File: src/rtl/dgsc_params.svh
`ifndef DGSC_PARAMS_SVH
`define DGSC_PARAMS_SVH
// Register byte offsets
`define DGSC_OFF_CONTROL   8'h00
`define DGSC_OFF_STATUS    8'h04
`define DGSC_OFF_ADDRESS   8'h08
`define DGSC_OFF_CRC_CTRL  8'h0C
// Global control fields
`define DGSC_CTL_ON_BIT    15
`define DGSC_CTL_SUSP_BIT  12
`define DGSC_CTL_BUSY_BIT  11
// Status fields
`define DGSC_STA_DIR_BIT   3
`define DGSC_STA_CH_MSB    2
// CRC control fields
`define DGSC_CRC_CRC_BYTE_ORDER_SEL_MSB  29
`define DGSC_CRC_CRC_BYTE_ORDER_SEL_LSB  28
`define DGSC_CRC_WBO_BIT   27
`define DGSC_CRC_CRC_BIT_REFLECT_BIT  24
`define DGSC_CRC_POLYNOMIAL_LENGTH_MSB  12
`define DGSC_CRC_POLYNOMIAL_LENGTH_LSB  8
`define DGSC_CRC_EN_BIT    7
`define DGSC_CRC_APP_BIT   6
`define DGSC_CRC_TYP_BIT   5
`define DGSC_CRC_CH_MSB    2
// Writable masks and reset values
`define DGSC_CTL_WMASK     32'h0000_9000
`define DGSC_CRC_WMASK     32'h3900_1FE7
`define DGSC_RST_ZERO      32'h0000_0000
`endif

File: src/rtl/dgsc_pkg.sv
package dgsc_pkg;
  typedef enum logic [1:0] {
    DGSC_CRC_BYTE_ORDER_SEL_NONE  = 2'b00,
    DGSC_CRC_BYTE_ORDER_SEL_WORD  = 2'b01,
    DGSC_CRC_BYTE_ORDER_SEL_HALF  = 2'b10,
    DGSC_CRC_BYTE_ORDER_SEL_HSWAP = 2'b11
  } dgsc_crc_byte_order_sel_e;
  typedef enum logic [1:0] {
    DGSC_RD_IDLE = 2'b00,
    DGSC_RD_RESP = 2'b01
  } dgsc_rd_state_e;
  typedef logic [31:0] dgsc_word_t;
endpackage : dgsc_pkg

File: src/rtl/dgsc_top.sv
// The AXI4-Lite interface to the registers and the address map were left to the implementer.
`include "dgsc_params.svh"
module dgsc_top
  import dgsc_pkg::*;
(
  input  wire logic        clk_sys_in,
  input  wire logic        rst_in,
  input  wire logic [7:0]  s_axi_awaddr_in,
  input  wire logic        s_axi_awvalid_in,
  output logic             s_axi_awready_out,
  input  wire logic [31:0] s_axi_wdata_in,
  input  wire logic [3:0]  s_axi_wstrb_in,
  input  wire logic        s_axi_wvalid_in,
  output logic             s_axi_wready_out,
  output logic [1:0]       s_axi_bresp_out,
  output logic             s_axi_bvalid_out,
  input  wire logic        s_axi_bready_in,
  input  wire logic [7:0]  s_axi_araddr_in,
  input  wire logic        s_axi_arvalid_in,
  output logic             s_axi_arready_out,
  output logic [31:0]      s_axi_rdata_out,
  output logic [1:0]       s_axi_rresp_out,
  output logic             s_axi_rvalid_out,
  input  wire logic        s_axi_rready_in,
  input  wire logic        xfer_req_in,
  input  wire logic        xfer_active_in,
  input  wire logic        acc_valid_in,
  input  wire logic        acc_read_in,
  input  wire logic [2:0]  acc_channel_in,
  input  wire logic [31:0] acc_address_in,
  input  wire logic [31:0] src_data_in,
  output logic             xfer_grant_out,
  output logic             module_on_out,
  output logic [31:0]      dest_data_out,
  output logic [31:0]      crc_data_out,
  output logic             crc_route_out,
  output logic             crc_ip_mode_out,
  output logic             crc_reflect_out,
  output logic             crc_append_out,
  output logic [4:0]       crc_poly_len_out,
  output logic [2:0]       crc_channel_out
);

  logic [31:0]    dma_global_control;
  logic [31:0]    dma_crc_control;
  logic           last_access_direction;
  logic [2:0]     last_active_channel;
  logic [31:0]    last_access_address;
  logic           module_active_flag;
  logic [7:0]     aw_addr;
  logic           aw_held;
  logic [31:0]    w_data;
  logic [3:0]     w_strb;
  logic           w_held;
  logic           wr_fire;
  logic           wr_hit;
  logic [31:0]    next_control;
  logic [31:0]    next_crc;
  logic [31:0]    rd_word;
  logic           rd_hit;
  dgsc_rd_state_e rd_state;
  dgsc_crc_byte_order_sel_e     crc_byte_order_sel_sel;

  function automatic logic [31:0] merge_bytes(input logic [31:0] old_v,
                                              input logic [31:0] new_v,
                                              input logic [3:0]  strb,
                                              input logic [31:0] wmask);
    logic [31:0] m;
    m = {{8{strb[3]}}, {8{strb[2]}}, {8{strb[1]}}, {8{strb[0]}}} & wmask;
    merge_bytes = (old_v & ~m) | (new_v & m);
  endfunction : merge_bytes

  function automatic logic [31:0] reorder(input logic [31:0] d, input dgsc_crc_byte_order_sel_e sel);
    case (sel)
      DGSC_CRC_BYTE_ORDER_SEL_HSWAP: reorder = {d[23:16], d[31:24], d[7:0], d[15:8]};
      DGSC_CRC_BYTE_ORDER_SEL_WORD:  reorder = {d[7:0], d[15:8], d[23:16], d[31:24]};
      DGSC_CRC_BYTE_ORDER_SEL_HALF:  reorder = {d[15:0], d[31:16]};
      default:         reorder = d;
    endcase
  endfunction : reorder

  // Write channel: address and data accepted in either order
  assign wr_fire = aw_held && w_held && !s_axi_bvalid_out;

  always_ff @(posedge clk_sys_in or posedge rst_in) begin
    if (rst_in) begin
      aw_held           <= 1'b0;
      aw_addr           <= 8'h00;
      s_axi_awready_out <= 1'b0;
    end else begin
      s_axi_awready_out <= !aw_held && !s_axi_awready_out;
      if (s_axi_awvalid_in && s_axi_awready_out) begin
        aw_held           <= 1'b1;
        aw_addr           <= s_axi_awaddr_in;
        s_axi_awready_out <= 1'b0;
      end else if (wr_fire) begin
        aw_held <= 1'b0;
      end
    end
  end

  always_ff @(posedge clk_sys_in or posedge rst_in) begin
    if (rst_in) begin
      w_held           <= 1'b0;
      w_data           <= 32'h0000_0000;
      w_strb           <= 4'h0;
      s_axi_wready_out <= 1'b0;
    end else begin
      s_axi_wready_out <= !w_held && !s_axi_wready_out;
      if (s_axi_wvalid_in && s_axi_wready_out) begin
        w_held           <= 1'b1;
        w_data           <= s_axi_wdata_in;
        w_strb           <= s_axi_wstrb_in;
        s_axi_wready_out <= 1'b0;
      end else if (wr_fire) begin
        w_held <= 1'b0;
      end
    end
  end

  assign wr_hit = (aw_addr == `DGSC_OFF_CONTROL) || (aw_addr == `DGSC_OFF_STATUS)
               || (aw_addr == `DGSC_OFF_ADDRESS) || (aw_addr == `DGSC_OFF_CRC_CTRL);

  always_ff @(posedge clk_sys_in or posedge rst_in) begin
    if (rst_in) begin
      s_axi_bvalid_out <= 1'b0;
      s_axi_bresp_out  <= 2'b00;
    end else if (wr_fire) begin
      s_axi_bvalid_out <= 1'b1;
      s_axi_bresp_out  <= wr_hit ? 2'b00 : 2'b10;
    end else if (s_axi_bready_in) begin
      s_axi_bvalid_out <= 1'b0;
    end
  end

  // Only the writable masks reach the registers, so reserved bits stay zero
  always_comb begin
    next_control = merge_bytes(dma_global_control, w_data, w_strb, `DGSC_CTL_WMASK);
    next_crc     = merge_bytes(dma_crc_control, w_data, w_strb, `DGSC_CRC_WMASK);
    if (next_crc[`DGSC_CRC_WBO_BIT]) begin
      next_crc[`DGSC_CRC_APP_BIT] = 1'b0;
    end
  end

  always_ff @(posedge clk_sys_in or posedge rst_in) begin
    if (rst_in) begin
      dma_global_control <= `DGSC_RST_ZERO;
    end else if (wr_fire && aw_addr == `DGSC_OFF_CONTROL) begin
      dma_global_control <= next_control;
    end
  end

  always_ff @(posedge clk_sys_in or posedge rst_in) begin
    if (rst_in) begin
      dma_crc_control <= `DGSC_RST_ZERO;
    end else if (wr_fire && aw_addr == `DGSC_OFF_CRC_CTRL) begin
      dma_crc_control <= next_crc;
    end
  end

  // Busy stays high until an in-flight transfer drains after disable
  always_ff @(posedge clk_sys_in or posedge rst_in) begin
    if (rst_in) begin
      module_active_flag <= 1'b0;
    end else begin
      module_active_flag <= dma_global_control[`DGSC_CTL_ON_BIT] || xfer_active_in;
    end
  end

  // The three snapshots share one enable so they always describe one access
  always_ff @(posedge clk_sys_in or posedge rst_in) begin
    if (rst_in) begin
      last_access_direction <= 1'b0;
      last_active_channel   <= 3'h0;
      last_access_address   <= 32'h0000_0000;
    end else if (acc_valid_in) begin
      last_access_direction <= acc_read_in;
      last_active_channel   <= acc_channel_in;
      last_access_address   <= acc_address_in;
    end
  end

  // Read channel
  always_comb begin
    rd_hit  = 1'b1;
    rd_word = 32'h0000_0000;
    case (s_axi_araddr_in)
      `DGSC_OFF_CONTROL: begin
        rd_word = dma_global_control;
        rd_word[`DGSC_CTL_BUSY_BIT] = module_active_flag;
      end
      `DGSC_OFF_STATUS: begin
        rd_word[`DGSC_STA_DIR_BIT] = last_access_direction;
        rd_word[`DGSC_STA_CH_MSB:0] = last_active_channel;
      end
      `DGSC_OFF_ADDRESS:  rd_word = last_access_address;
      `DGSC_OFF_CRC_CTRL: rd_word = dma_crc_control;
      default:            rd_hit  = 1'b0;
    endcase
  end

  always_ff @(posedge clk_sys_in or posedge rst_in) begin
    if (rst_in) begin
      rd_state          <= DGSC_RD_IDLE;
      s_axi_arready_out <= 1'b0;
      s_axi_rvalid_out  <= 1'b0;
      s_axi_rdata_out   <= 32'h0000_0000;
      s_axi_rresp_out   <= 2'b00;
    end else begin
      case (rd_state)
        DGSC_RD_IDLE: begin
          s_axi_arready_out <= 1'b1;
          if (s_axi_arvalid_in && s_axi_arready_out) begin
            s_axi_arready_out <= 1'b0;
            s_axi_rvalid_out  <= 1'b1;
            s_axi_rdata_out   <= rd_word;
            s_axi_rresp_out   <= rd_hit ? 2'b00 : 2'b10;
            rd_state          <= DGSC_RD_RESP;
          end
        end
        DGSC_RD_RESP: begin
          if (s_axi_rready_in) begin
            s_axi_rvalid_out <= 1'b0;
            rd_state         <= DGSC_RD_IDLE;
          end
        end
        default: rd_state <= DGSC_RD_IDLE;
      endcase
    end
  end

  // Datapath toward the transfer engine and CRC unit
  assign crc_byte_order_sel_sel = dgsc_crc_byte_order_sel_e'(dma_crc_control[`DGSC_CRC_CRC_BYTE_ORDER_SEL_MSB:`DGSC_CRC_CRC_BYTE_ORDER_SEL_LSB]);

  always_ff @(posedge clk_sys_in or posedge rst_in) begin
    if (rst_in) begin
      xfer_grant_out <= 1'b0;
      module_on_out  <= 1'b0;
    end else begin
      module_on_out  <= dma_global_control[`DGSC_CTL_ON_BIT];
      xfer_grant_out <= xfer_req_in && dma_global_control[`DGSC_CTL_ON_BIT]
                        && !dma_global_control[`DGSC_CTL_SUSP_BIT];
    end
  end

  always_ff @(posedge clk_sys_in or posedge rst_in) begin
    if (rst_in) begin
      dest_data_out <= 32'h0000_0000;
      crc_data_out  <= 32'h0000_0000;
    end else begin
      crc_data_out  <= reorder(src_data_in, crc_byte_order_sel_sel);
      dest_data_out <= dma_crc_control[`DGSC_CRC_WBO_BIT] ?
                       reorder(src_data_in, crc_byte_order_sel_sel) : src_data_in;
    end
  end

  always_ff @(posedge clk_sys_in or posedge rst_in) begin
    if (rst_in) begin
      crc_route_out    <= 1'b0;
      crc_ip_mode_out  <= 1'b0;
      crc_reflect_out  <= 1'b0;
      crc_append_out   <= 1'b0;
      crc_poly_len_out <= 5'h00;
      crc_channel_out  <= 3'h0;
    end else begin
      crc_route_out    <= dma_crc_control[`DGSC_CRC_EN_BIT];
      crc_ip_mode_out  <= dma_crc_control[`DGSC_CRC_TYP_BIT];
      crc_reflect_out  <= dma_crc_control[`DGSC_CRC_CRC_BIT_REFLECT_BIT];
      crc_append_out   <= dma_crc_control[`DGSC_CRC_APP_BIT];
      crc_poly_len_out <= dma_crc_control[`DGSC_CRC_POLYNOMIAL_LENGTH_MSB:`DGSC_CRC_POLYNOMIAL_LENGTH_LSB];
      crc_channel_out  <= dma_crc_control[`DGSC_CRC_CH_MSB:0];
    end
  end

  // Assertions
  grant_needs_on_a: assert property (@(posedge clk_sys_in) disable iff (rst_in)
    xfer_grant_out |-> $past(dma_global_control[`DGSC_CTL_ON_BIT]))
    else $error("grant while module off");
  suspend_blocks_a: assert property (@(posedge clk_sys_in) disable iff (rst_in)
    dma_global_control[`DGSC_CTL_SUSP_BIT] |=> !xfer_grant_out)
    else $error("grant while suspended");
  busy_tracks_a: assert property (@(posedge clk_sys_in) disable iff (rst_in)
    (dma_global_control[`DGSC_CTL_ON_BIT] || xfer_active_in) |=> module_active_flag)
    else $error("busy flag low while active");
  idle_not_busy_a: assert property (@(posedge clk_sys_in) disable iff (rst_in)
    (!dma_global_control[`DGSC_CTL_ON_BIT] && !xfer_active_in) |=> !module_active_flag)
    else $error("busy flag high while idle");
  snapshot_dir_a: assert property (@(posedge clk_sys_in) disable iff (rst_in)
    acc_valid_in |=> last_access_direction == $past(acc_read_in))
    else $error("direction not captured");
  snapshot_ch_a: assert property (@(posedge clk_sys_in) disable iff (rst_in)
    acc_valid_in |=> last_active_channel == $past(acc_channel_in))
    else $error("channel not captured");
  snapshot_addr_a: assert property (@(posedge clk_sys_in) disable iff (rst_in)
    acc_valid_in |=> last_access_address == $past(acc_address_in))
    else $error("address not captured");
  reserved_zero_a: assert property (@(posedge clk_sys_in) disable iff (rst_in)
    ((dma_crc_control & ~`DGSC_CRC_WMASK) == 32'h0000_0000)
    && ((dma_global_control & ~`DGSC_CTL_WMASK) == 32'h0000_0000))
    else $error("reserved bit set");
  hswap_order_a: assert property (@(posedge clk_sys_in) disable iff (rst_in)
    crc_byte_order_sel_sel == DGSC_CRC_BYTE_ORDER_SEL_HSWAP |=> crc_data_out[7:0] == $past(src_data_in[15:8]))
    else $error("half-word byte swap wrong");
  word_reverse_a: assert property (@(posedge clk_sys_in) disable iff (rst_in)
    crc_byte_order_sel_sel == DGSC_CRC_BYTE_ORDER_SEL_WORD |=> crc_data_out[31:24] == $past(src_data_in[7:0]))
    else $error("word byte reversal wrong");
  half_swap_a: assert property (@(posedge clk_sys_in) disable iff (rst_in)
    crc_byte_order_sel_sel == DGSC_CRC_BYTE_ORDER_SEL_HALF |=> crc_data_out[15:0] == $past(src_data_in[31:16]))
    else $error("half-word exchange wrong");
  dest_plain_a: assert property (@(posedge clk_sys_in) disable iff (rst_in)
    !dma_crc_control[`DGSC_CRC_WBO_BIT] |=> dest_data_out == $past(src_data_in))
    else $error("destination data altered");
  dest_reorder_a: assert property (@(posedge clk_sys_in) disable iff (rst_in)
    dma_crc_control[`DGSC_CRC_WBO_BIT] |=> dest_data_out == crc_data_out)
    else $error("destination not reordered");
  reflect_out_a: assert property (@(posedge clk_sys_in) disable iff (rst_in)
    ##1 crc_reflect_out == $past(dma_crc_control[`DGSC_CRC_CRC_BIT_REFLECT_BIT]))
    else $error("bit order not passed on");
  ip_mode_a: assert property (@(posedge clk_sys_in) disable iff (rst_in)
    ##1 crc_ip_mode_out == $past(dma_crc_control[`DGSC_CRC_TYP_BIT]))
    else $error("checksum type not passed on");
  route_out_a: assert property (@(posedge clk_sys_in) disable iff (rst_in)
    ##1 crc_route_out == $past(dma_crc_control[`DGSC_CRC_EN_BIT]))
    else $error("crc routing not passed on");
  no_append_wbo_a: assert property (@(posedge clk_sys_in) disable iff (rst_in)
    !(dma_crc_control[`DGSC_CRC_WBO_BIT] && dma_crc_control[`DGSC_CRC_APP_BIT]))
    else $error("append set with write reorder");

endmodule : dgsc_top

File: config.mk
export PLATFORM = sky130hd
export DESIGN_NAME = dgsc_top
export DESIGN_NICKNAME = d
export VERILOG_FILES = /design/src/rtl/dgsc_pkg.sv /design/src/rtl/dgsc_top.sv
export VERILOG_INCLUDE_DIRS = /design/src /design/src/rtl
export SDC_FILE = /design/constraint.sdc
export NUM_CORES = 1
export LEC_CHECK = 0
export ABC_AREA = 1
export BUFFER_PORTS_ARGS = -buffer_cell sky130_fd_sc_hd__buf_2
export CAP_MARGIN = 25
export CORE_ASPECT_RATIO = 0.75
export CORE_MARGIN = 1
export CORE_UTILIZATION = 35
export CTS_CLUSTER_DIAMETER = 100
export DETAILED_ROUTE_END_ITERATION = 10
export PLACE_DENSITY = 0.63
export SYNTH_ARGS = -nofsm -noshare
export SYNTH_HDL_FRONTEND = slang
export SYNTH_SLANG_ARGS = --single-unit
File: constraint.sdc
create_clock -name clk_sys_in -period 16.8 [get_ports clk_sys_in]
set_input_delay 1.68 -clock clk_sys_in [delete_from_list [all_inputs] [get_ports clk_sys_in]]
set_output_delay 1.68 -clock clk_sys_in [all_outputs]
set_load 0.03 [all_outputs]
==> metrics.md, run 1 <==
| Metric | Value |
|---|---|
| Worst path most repeated cell | `nand2_1` |
| Slew at the pin closest to its max-slew limit | `1040 ps` |
| Synth area leader | `dfrtp_1` |
| Status | `finished, final reports clean` |
| Drt pass-1 iters | `4` |
| Die X | `approximately 180 µm` |
| Most frequent cells after synthesis | `nand2_1 (281), dfrtp_1 (200), o21ai_0 (86)` |
| Yosys top cell area share | `59.3%` |
| First-pass GRT wire length | `~35,000 µm` |
| Worst Setup End Kind | `flop` |
| DP HPWL | `15,200 µm` |
| Most used DFF post-synth | `dfrtp_1` |
| Core Area | `23,300 µm²` |
| Syn Area/Cell | `9.37 µm²` |
| Crit path largest cell delay | `roughly 700 ps` |
| Async S/R FF share, synth | `100%` |
| Max Fanout on Critical Path | `27` |
| FF+latch count, synth | `200` |
| Synth area leaders | `dfrtp_1 (59%), nand2_1 (13%), o21ai_0 (5.1%), nand3_1 (4.6%), mux2_2 (4.3%)` |
| Worst setup SP type | `input port` |
| Max-slew violations | `0` |
| Unique masters post-synth | `32` |
| Cts hold-fix bufs | `0` |
| GPL Wtd Cong | `0.821` |
| GRT overflow | `0` |
| Vias per inst | `around 4.7` |
| DR vias | `6,685` |
| WHS | `roughly 440 ps` |
| Total Die Area | `about 25,000 µm²` |
| Sequential share of the synthesized area | `59.3%` |
| Initial Util | `36.2%` |
| DIE HEIGHT | `~140 µm` |
| Final hold vios | `0` |
| F_max | `0.321 GHz` |
| Worst Setup Slack, final | `about 14,000 ps` |
| Max Cap Viol | `0` |
| RSZ-0062 raised after global routing | `no` |
| Crit path DAT | `3440 ps` |
| Req. time, crit path | `about 17,000 ps` |
| Clk Tree Root Cell | `clkbuf_16` |
| Seq pwr share | `~46%` |
| Clock buffer depth | `2` |
| Row cnt | `48` |
| Post-CTS sizing | `0` |
| DRC | `0` |
| CTS Buf Count | `17` |
| P_int | `0.905 mW` |
| PD cells | `about 130 nW/µm²` |
| Post-Synthesis Cell Area | `8430 µm²` |
| Vias in the first global route | `6,290` |
| IO Pins | `249` |
| Area Growth Syn to Fin | `23.5%` |
| Clock slew seen by the registers of the worst setup and hold paths | `70 ps` |
| TritonCTS clock tree | `done` |
| Leakage | `5.31 nW` |
| Worst Clk Skew | `12.3 ps` |
| Count leader, synth | `nand2_1` |
| Tcrit/Tclk final | `between 10% and 20%` |
| Mapped Cells | `900` |
| Final-stage net count | `between 1k and 1.5k` |
| 1st-iter DRT viols | `413` |
| CP cell instances | `buf_2 -> nor2_1 -> nand2_1 -> clkinv_1 -> nand2_2 -> o21ai_0 -> nand2_1 -> nand2_1` |
| Clock share of power | `a little under a third` |
| Sw Share | `roughly a third` |
| NetSw | `0.430 mW` |
| Share of layout cells above drive strength 1 | `29.9%` |
| Worst setup path category | `input port to flop` |
| Wire per inst | `between 15 and 20 µm` |
| Worst slew margin | `30.0%` |
| VDD IR max | `0.0816 mV` |
| Routed Antenna Nets | `0` |
| H-tree Lvls | `4` |
| Crit-path slowest cell | `nand2_2` |
| Port bufs | `229` |
| Clock latency on the worst-skew pair | `between 400 and 500 ps` |
| Final setup viols | `0` |
| Clk sinks | `200` |
| Worst slack, placed | `13,220 ps` |
| Antenna diodes | `0` |
| Post-synth EDFFs | `0` |
| Largest net degree at the start of global routing | `138` |
| Post-CTS Setup Inserts | `0` |
| Part of the power in combinational logic | `23.0%` |
| TNS Setup | `0 ps` |
| Final Critical Period | `3120 ps` |
| Routed WL | `roughly 22,000 µm` |
| Hold crit path type | `flop to flop` |
| Total GRT Usage | `18.3%` |
| Ys Warns | `0` |
| Initial antenna violation count | `1` |
[cell families (layout without fill, tap and decap cells)]
family | after synthesis | count (layout) | synth area share, %
other | 1 | 2 | 0.0445
AO/OA/AOI/OAI | 122 | 122 | 8.09
buffers and inverters | 109 | 328 | 5.46
flip-flops | 200 | 200 | 59.3
multiplexers | 32 | 32 | 4.27
AND/OR/NAND/NOR | 436 | 436 | 22.8
[layout make-up]
type                    count  area (µm²)
inverters                  63         244
well taps                 300         375
clock buffers              23         478
flip-flops and latches    200        5000
repair buffers            234        1220
fillers                  2271       12900
clock inverters             8         113
multi-input cells         592        2980
[power by group through the flow]
stage / clock network (mW) / logic (mW) / registers (mW)
finish: 0.417 / 0.307 / 0.611
global route: 0.448 / 0.338 / 0.621
CTS: 0.430 / 0.309 / 0.612
detailed placement: 0 / 0.308 / 0.620
global placement: 0 / 0.303 / 0.618
floorplan: 0 / 0.150 / 0.679
[through the flow]
| step | power, mW | area (µm²) | utilization, % | std cells |
|---|---|---|---|---|
| floorplan | 0.830 | 8440 | - | 901 |
| global placement | 0.921 | 9770 | 41.9 | 1387 |
| detailed placement | 0.928 | 9770 | 41.9 | 1387 |
| CTS | 1.35 | 10400 | 44.5 | 1418 |
| global route | 1.41 | 10400 | 44.7 | 1420 |
| finish | 1.33 | 10400 | 44.7 | 1420 |
[cells in the final DEF (no fill, tap or decap), types with 3 or more instances in the layout]
master	n
or2_2	13
buf_2	229
inv_2	3
dfrtp_1	200
buf_4	3
o21ai_0	86
clkbuf_16	17
and2_1	12
inv_1	57
o31ai_1	15
nand3_1	77
nand2_1	281
and2_4	16
clkbuf_1	3
or2_0	4
mux2_2	32
clkbuf_8	3
o211ai_1	11
a21oi_1	6
nor2_1	21
[worst max-delay path: cells and delay by family]
family	cells	cell delay, ps
buffers and inverters	2	610
AND/OR/NAND/NOR	5	970
AO/OA/AOI/OAI	1	170
[registers in the layout, summed over array words and instances, names as in the netlist, 2 cells and up, named ones only]
name                 cells
last_active_channel      3
aw_addr                  8
crc_data_out            32
crc_channel_out          3
w_strb                   3
dest_data_out           32
dma_crc_control          2
last_access_address     32
crc_poly_len_out         5
w_data                  16
s_axi_rdata_out         32
[path summary, 6_finish.rpt]
check / from / end / slack (ps) / depth (start not counted)
setup / recovery: s_axi_araddr_in[7] / s_axi_rdata_out[9] / 13680 / 8
hold / removal: flop / crc_poly_len_out[4] / 440 / 0
setup reg to reg: flop / dest_data_out[9] / 14560 / 7
hold reg to reg: flop / crc_poly_len_out[4] / 440 / 0
max in group asynchronous: rst_in / crc_data_out[4] / 14020 / 4
min in group asynchronous: rst_in / last_access_address[26] / 1140 / 2
[routing by layer]
| metal | GRT usage, % | share of wire (%) | up-vias |
|---|---|---|---|
| met5 | 0 | 0 | - |
| met4 | 5.51 | 1.3 | 0 |
| met3 | 4.21 | 5.0 | 16 |
| met2 | 26.0 | 43 | 199 |
| met1 | 27.4 | 51 | 3150 |
| li1 | - | - | 3320 |
Note: power is estimated with default switching activity, not from simulation.
==> inputs of run 2 (changes only) <==
==> constraint.sdc (replaced) <==
create_clock -name clk_sys_in -period 3.2 [get_ports clk_sys_in]
set_input_delay 0.32 -clock clk_sys_in [delete_from_list [all_inputs] [get_ports clk_sys_in]]
set_output_delay 0.32 -clock clk_sys_in [all_outputs]
set_load 0.03 [all_outputs]
==> run 2 against run 1 <==
  * Via count grew 1.5%
  * Worst hold slack lost 360 ps
  * Register-to-register slack lost 13000 ps
  * Non-clock buffer count grew 6
  * Critical path type is now flop to flop
  * Critical endpoint is now dest_data_out[9]
==> metrics.md, run 2 (synthesized netlist as in run 1, its figures left out) <==
| Metric | Value |
|---|---|
| Status | `finished, final reports clean` |
| Pwr Total | `6.89 mW (+420%)` |
| DR vias | `6,784 (+1.5%)` |
| Final hold vios | `0 (unchanged)` |
| DIE HEIGHT | `136 µm (unchanged)` |
| DP HPWL | `15,400 µm (+1.4%)` |
| Initial antenna violation count | `0 (-1)` |
| Final-stage net count | `1,244 (+0.48%)` |
| Fin area | `10,400 µm² (about the same)` |
| Total Die Area | `24,700 µm² (unchanged)` |
| Routed Antenna Nets | `0 (unchanged)` |
| Worst setup SP type | `flop` |
| Slew at the pin closest to its max-slew limit | `907 ps (-137 ps)` |
| Clock buffer depth | `2 (unchanged)` |
| Wire per inst | `15.4 µm (-0.61%)` |
| Core Area | `23,300 µm² (unchanged)` |
| Worst setup path category | `flop to flop` |
| Max Cap Viol | `0 (unchanged)` |
| GRT overflow | `0 (unchanged)` |
| Crit path DAT | `2490 ps (-950 ps)` |
| Worst slack, placed | `990 ps (-12,230 ps)` |
| Initial Util | `36.2% (unchanged)` |
| PD cells | `662 nW/µm² (+420%)` |
| Vias in the first global route | `6,443 (+2.4%)` |
| H-tree Lvls | `4 (unchanged)` |
| IO Pins | `249 (unchanged)` |
| Row cnt | `48 (unchanged)` |
| Total GRT Usage | `18.2% (-0.062 points)` |
| GPL Wtd Cong | `0.837 (+1.9%)` |
| Port bufs | `229 (unchanged)` |
| Drt pass-1 iters | `5 (+1)` |
| Req. time, crit path | `3570 ps (-13,550 ps)` |
| Share of layout cells above drive strength 1 | `30.3% (+0.37 points)` |
| DRC | `0 (unchanged)` |
| Most common cell after layout, fill and taps aside | `nand2_1` |
| Max Fanout on Critical Path | `21 (-22%)` |
| Most frequent cells in the layout | `nand2_1 (281), buf_2 (229), dfrtp_1 (200), o21ai_0 (86), nand3_1 (77)` |
| CTS Buf Count | `17 (unchanged)` |
| Hold crit path type | `input port to flop` |
| TritonCTS clock tree | `done` |
| Clk sinks | `200 (unchanged)` |
| Clock latency on the worst-skew pair | `440 ps (about the same)` |
| Die X | `181 µm (unchanged)` |
| Antenna diodes | `0 (unchanged)` |
| Tcrit/Tclk final | `66.3%` |
| Placed cell area | `9850 µm² (+0.76%)` |
| Area Growth Syn to Fin | `23.5% (about the same)` |
| Routed WL | `22,000 µm (-0.19%)` |
| Finished Layout Cells | `1,426 (+0.42%)` |
| Worst slew margin | `39.5% (+9.5 points)` |
| First-pass GRT wire length | `34,800 µm (about the same)` |
| Max-slew violations | `0 (unchanged)` |
| Final Critical Period | `2120 ps` |
| Post-CTS sizing | `0 (unchanged)` |
| WHS | `73.1 ps (-362 ps)` |
| DP Cell Count | `1,394 (+0.50%)` |
| VDD IR max | `0.371 mV (+350%)` |
| F_max | `approximately 0.47 GHz` |
| Final setup viols | `0 (unchanged)` |
| Worst Clk Skew | `14.9 ps (+2.64 ps)` |
| Clock slew seen by the registers of the worst setup and hold paths | `70 ps (about the same)` |
| Layout Utilization | `44.7% (about the same)` |
| TNS Setup | `0 ps (unchanged)` |
| Worst Setup End Kind | `flop` |
| Leakage | `5.32 nW (+0.21%)` |
| 1st-iter DRT viols | `471 (+14%)` |
| Clk Tree Root Cell | `clkbuf_16` |
| Worst Setup Slack, final | `1080 ps (-12,600 ps)` |
| Vias per inst | `4.76 (+1.1%)` |
| RSZ-0062 raised after global routing | `no` |
| Largest net degree at the start of global routing | `96 (-30%)` |
run 2: cell count changes in the layout (fill, tap and decap cells not counted):
cell           change
buf_12             +1
buf_16             -1
buf_4              +5
bufinv_16          -1
clkbuf_1           -1
clkbuf_8           -1
clkinv_2           +3
clkinv_4           +2
dlygate4sd3_1      +1
inv_8              -2
run 2: cell type report:
cell class / instances / area, µm²
clock buffers: 21 / 460
clock inverters: 10 / 96.3
fillers: 2301 / 12900
inverters: 63 / 240
multi-input cells: 592 / 2980
flip-flops and latches: 200 / 5000
well taps: 300 / 375
repair buffers: 240 / 1260
run 2: power by group:
part           switching (mW)  total (mW)  internal, mW
logic                    1.05        1.61         0.566
registers               0.244        3.21          2.97
clock network           0.954        2.07          1.11
total                    2.24        6.89          4.65
run 2: critical path, cell delays in order, from the launching register on:
cell     delay (ps)
dfrtp_1         610
nand2_2         310
inv_1           620
nand2_1         100
nand3_1         150
and2_4          150
nand2_1          40
nand2_1          60
run 2: worst paths after layout:
kind | slack, ps | end | start | cells past startpoint
min in group asynchronous | 540 | crc_data_out[24] | rst_in | 3
hold reg to reg | 430 | crc_poly_len_out[1] | flop | 0
max in group asynchronous | 1770 | dma_crc_control[27] | rst_in | 4
hold / removal | 70 | s_axi_bvalid_out | s_axi_bready_in | 2
setup reg to reg | 1080 | dest_data_out[9] | flop | 7
setup / recovery | 1080 | dest_data_out[9] | flop | 7
run 2: per-layer routing:
layer | vias to the layer above | wire length, µm | GRT usage [%]
li1 | 3334 | - | -
met1 | 3235 | 10900 | 26.8
met2 | 199 | 9580 | 26.2
met3 | 16 | 1350 | 5.20
met4 | 0 | 202 | 4.19
met5 | - | 0 | 0
run 2: timing repair:
action | CTS | global route
hold buffers | 1 | 0
endpoints found under the setup margin | 0 | 0
buffers inserted | 0 | 0
hold endpoints to repair | 21 | 0
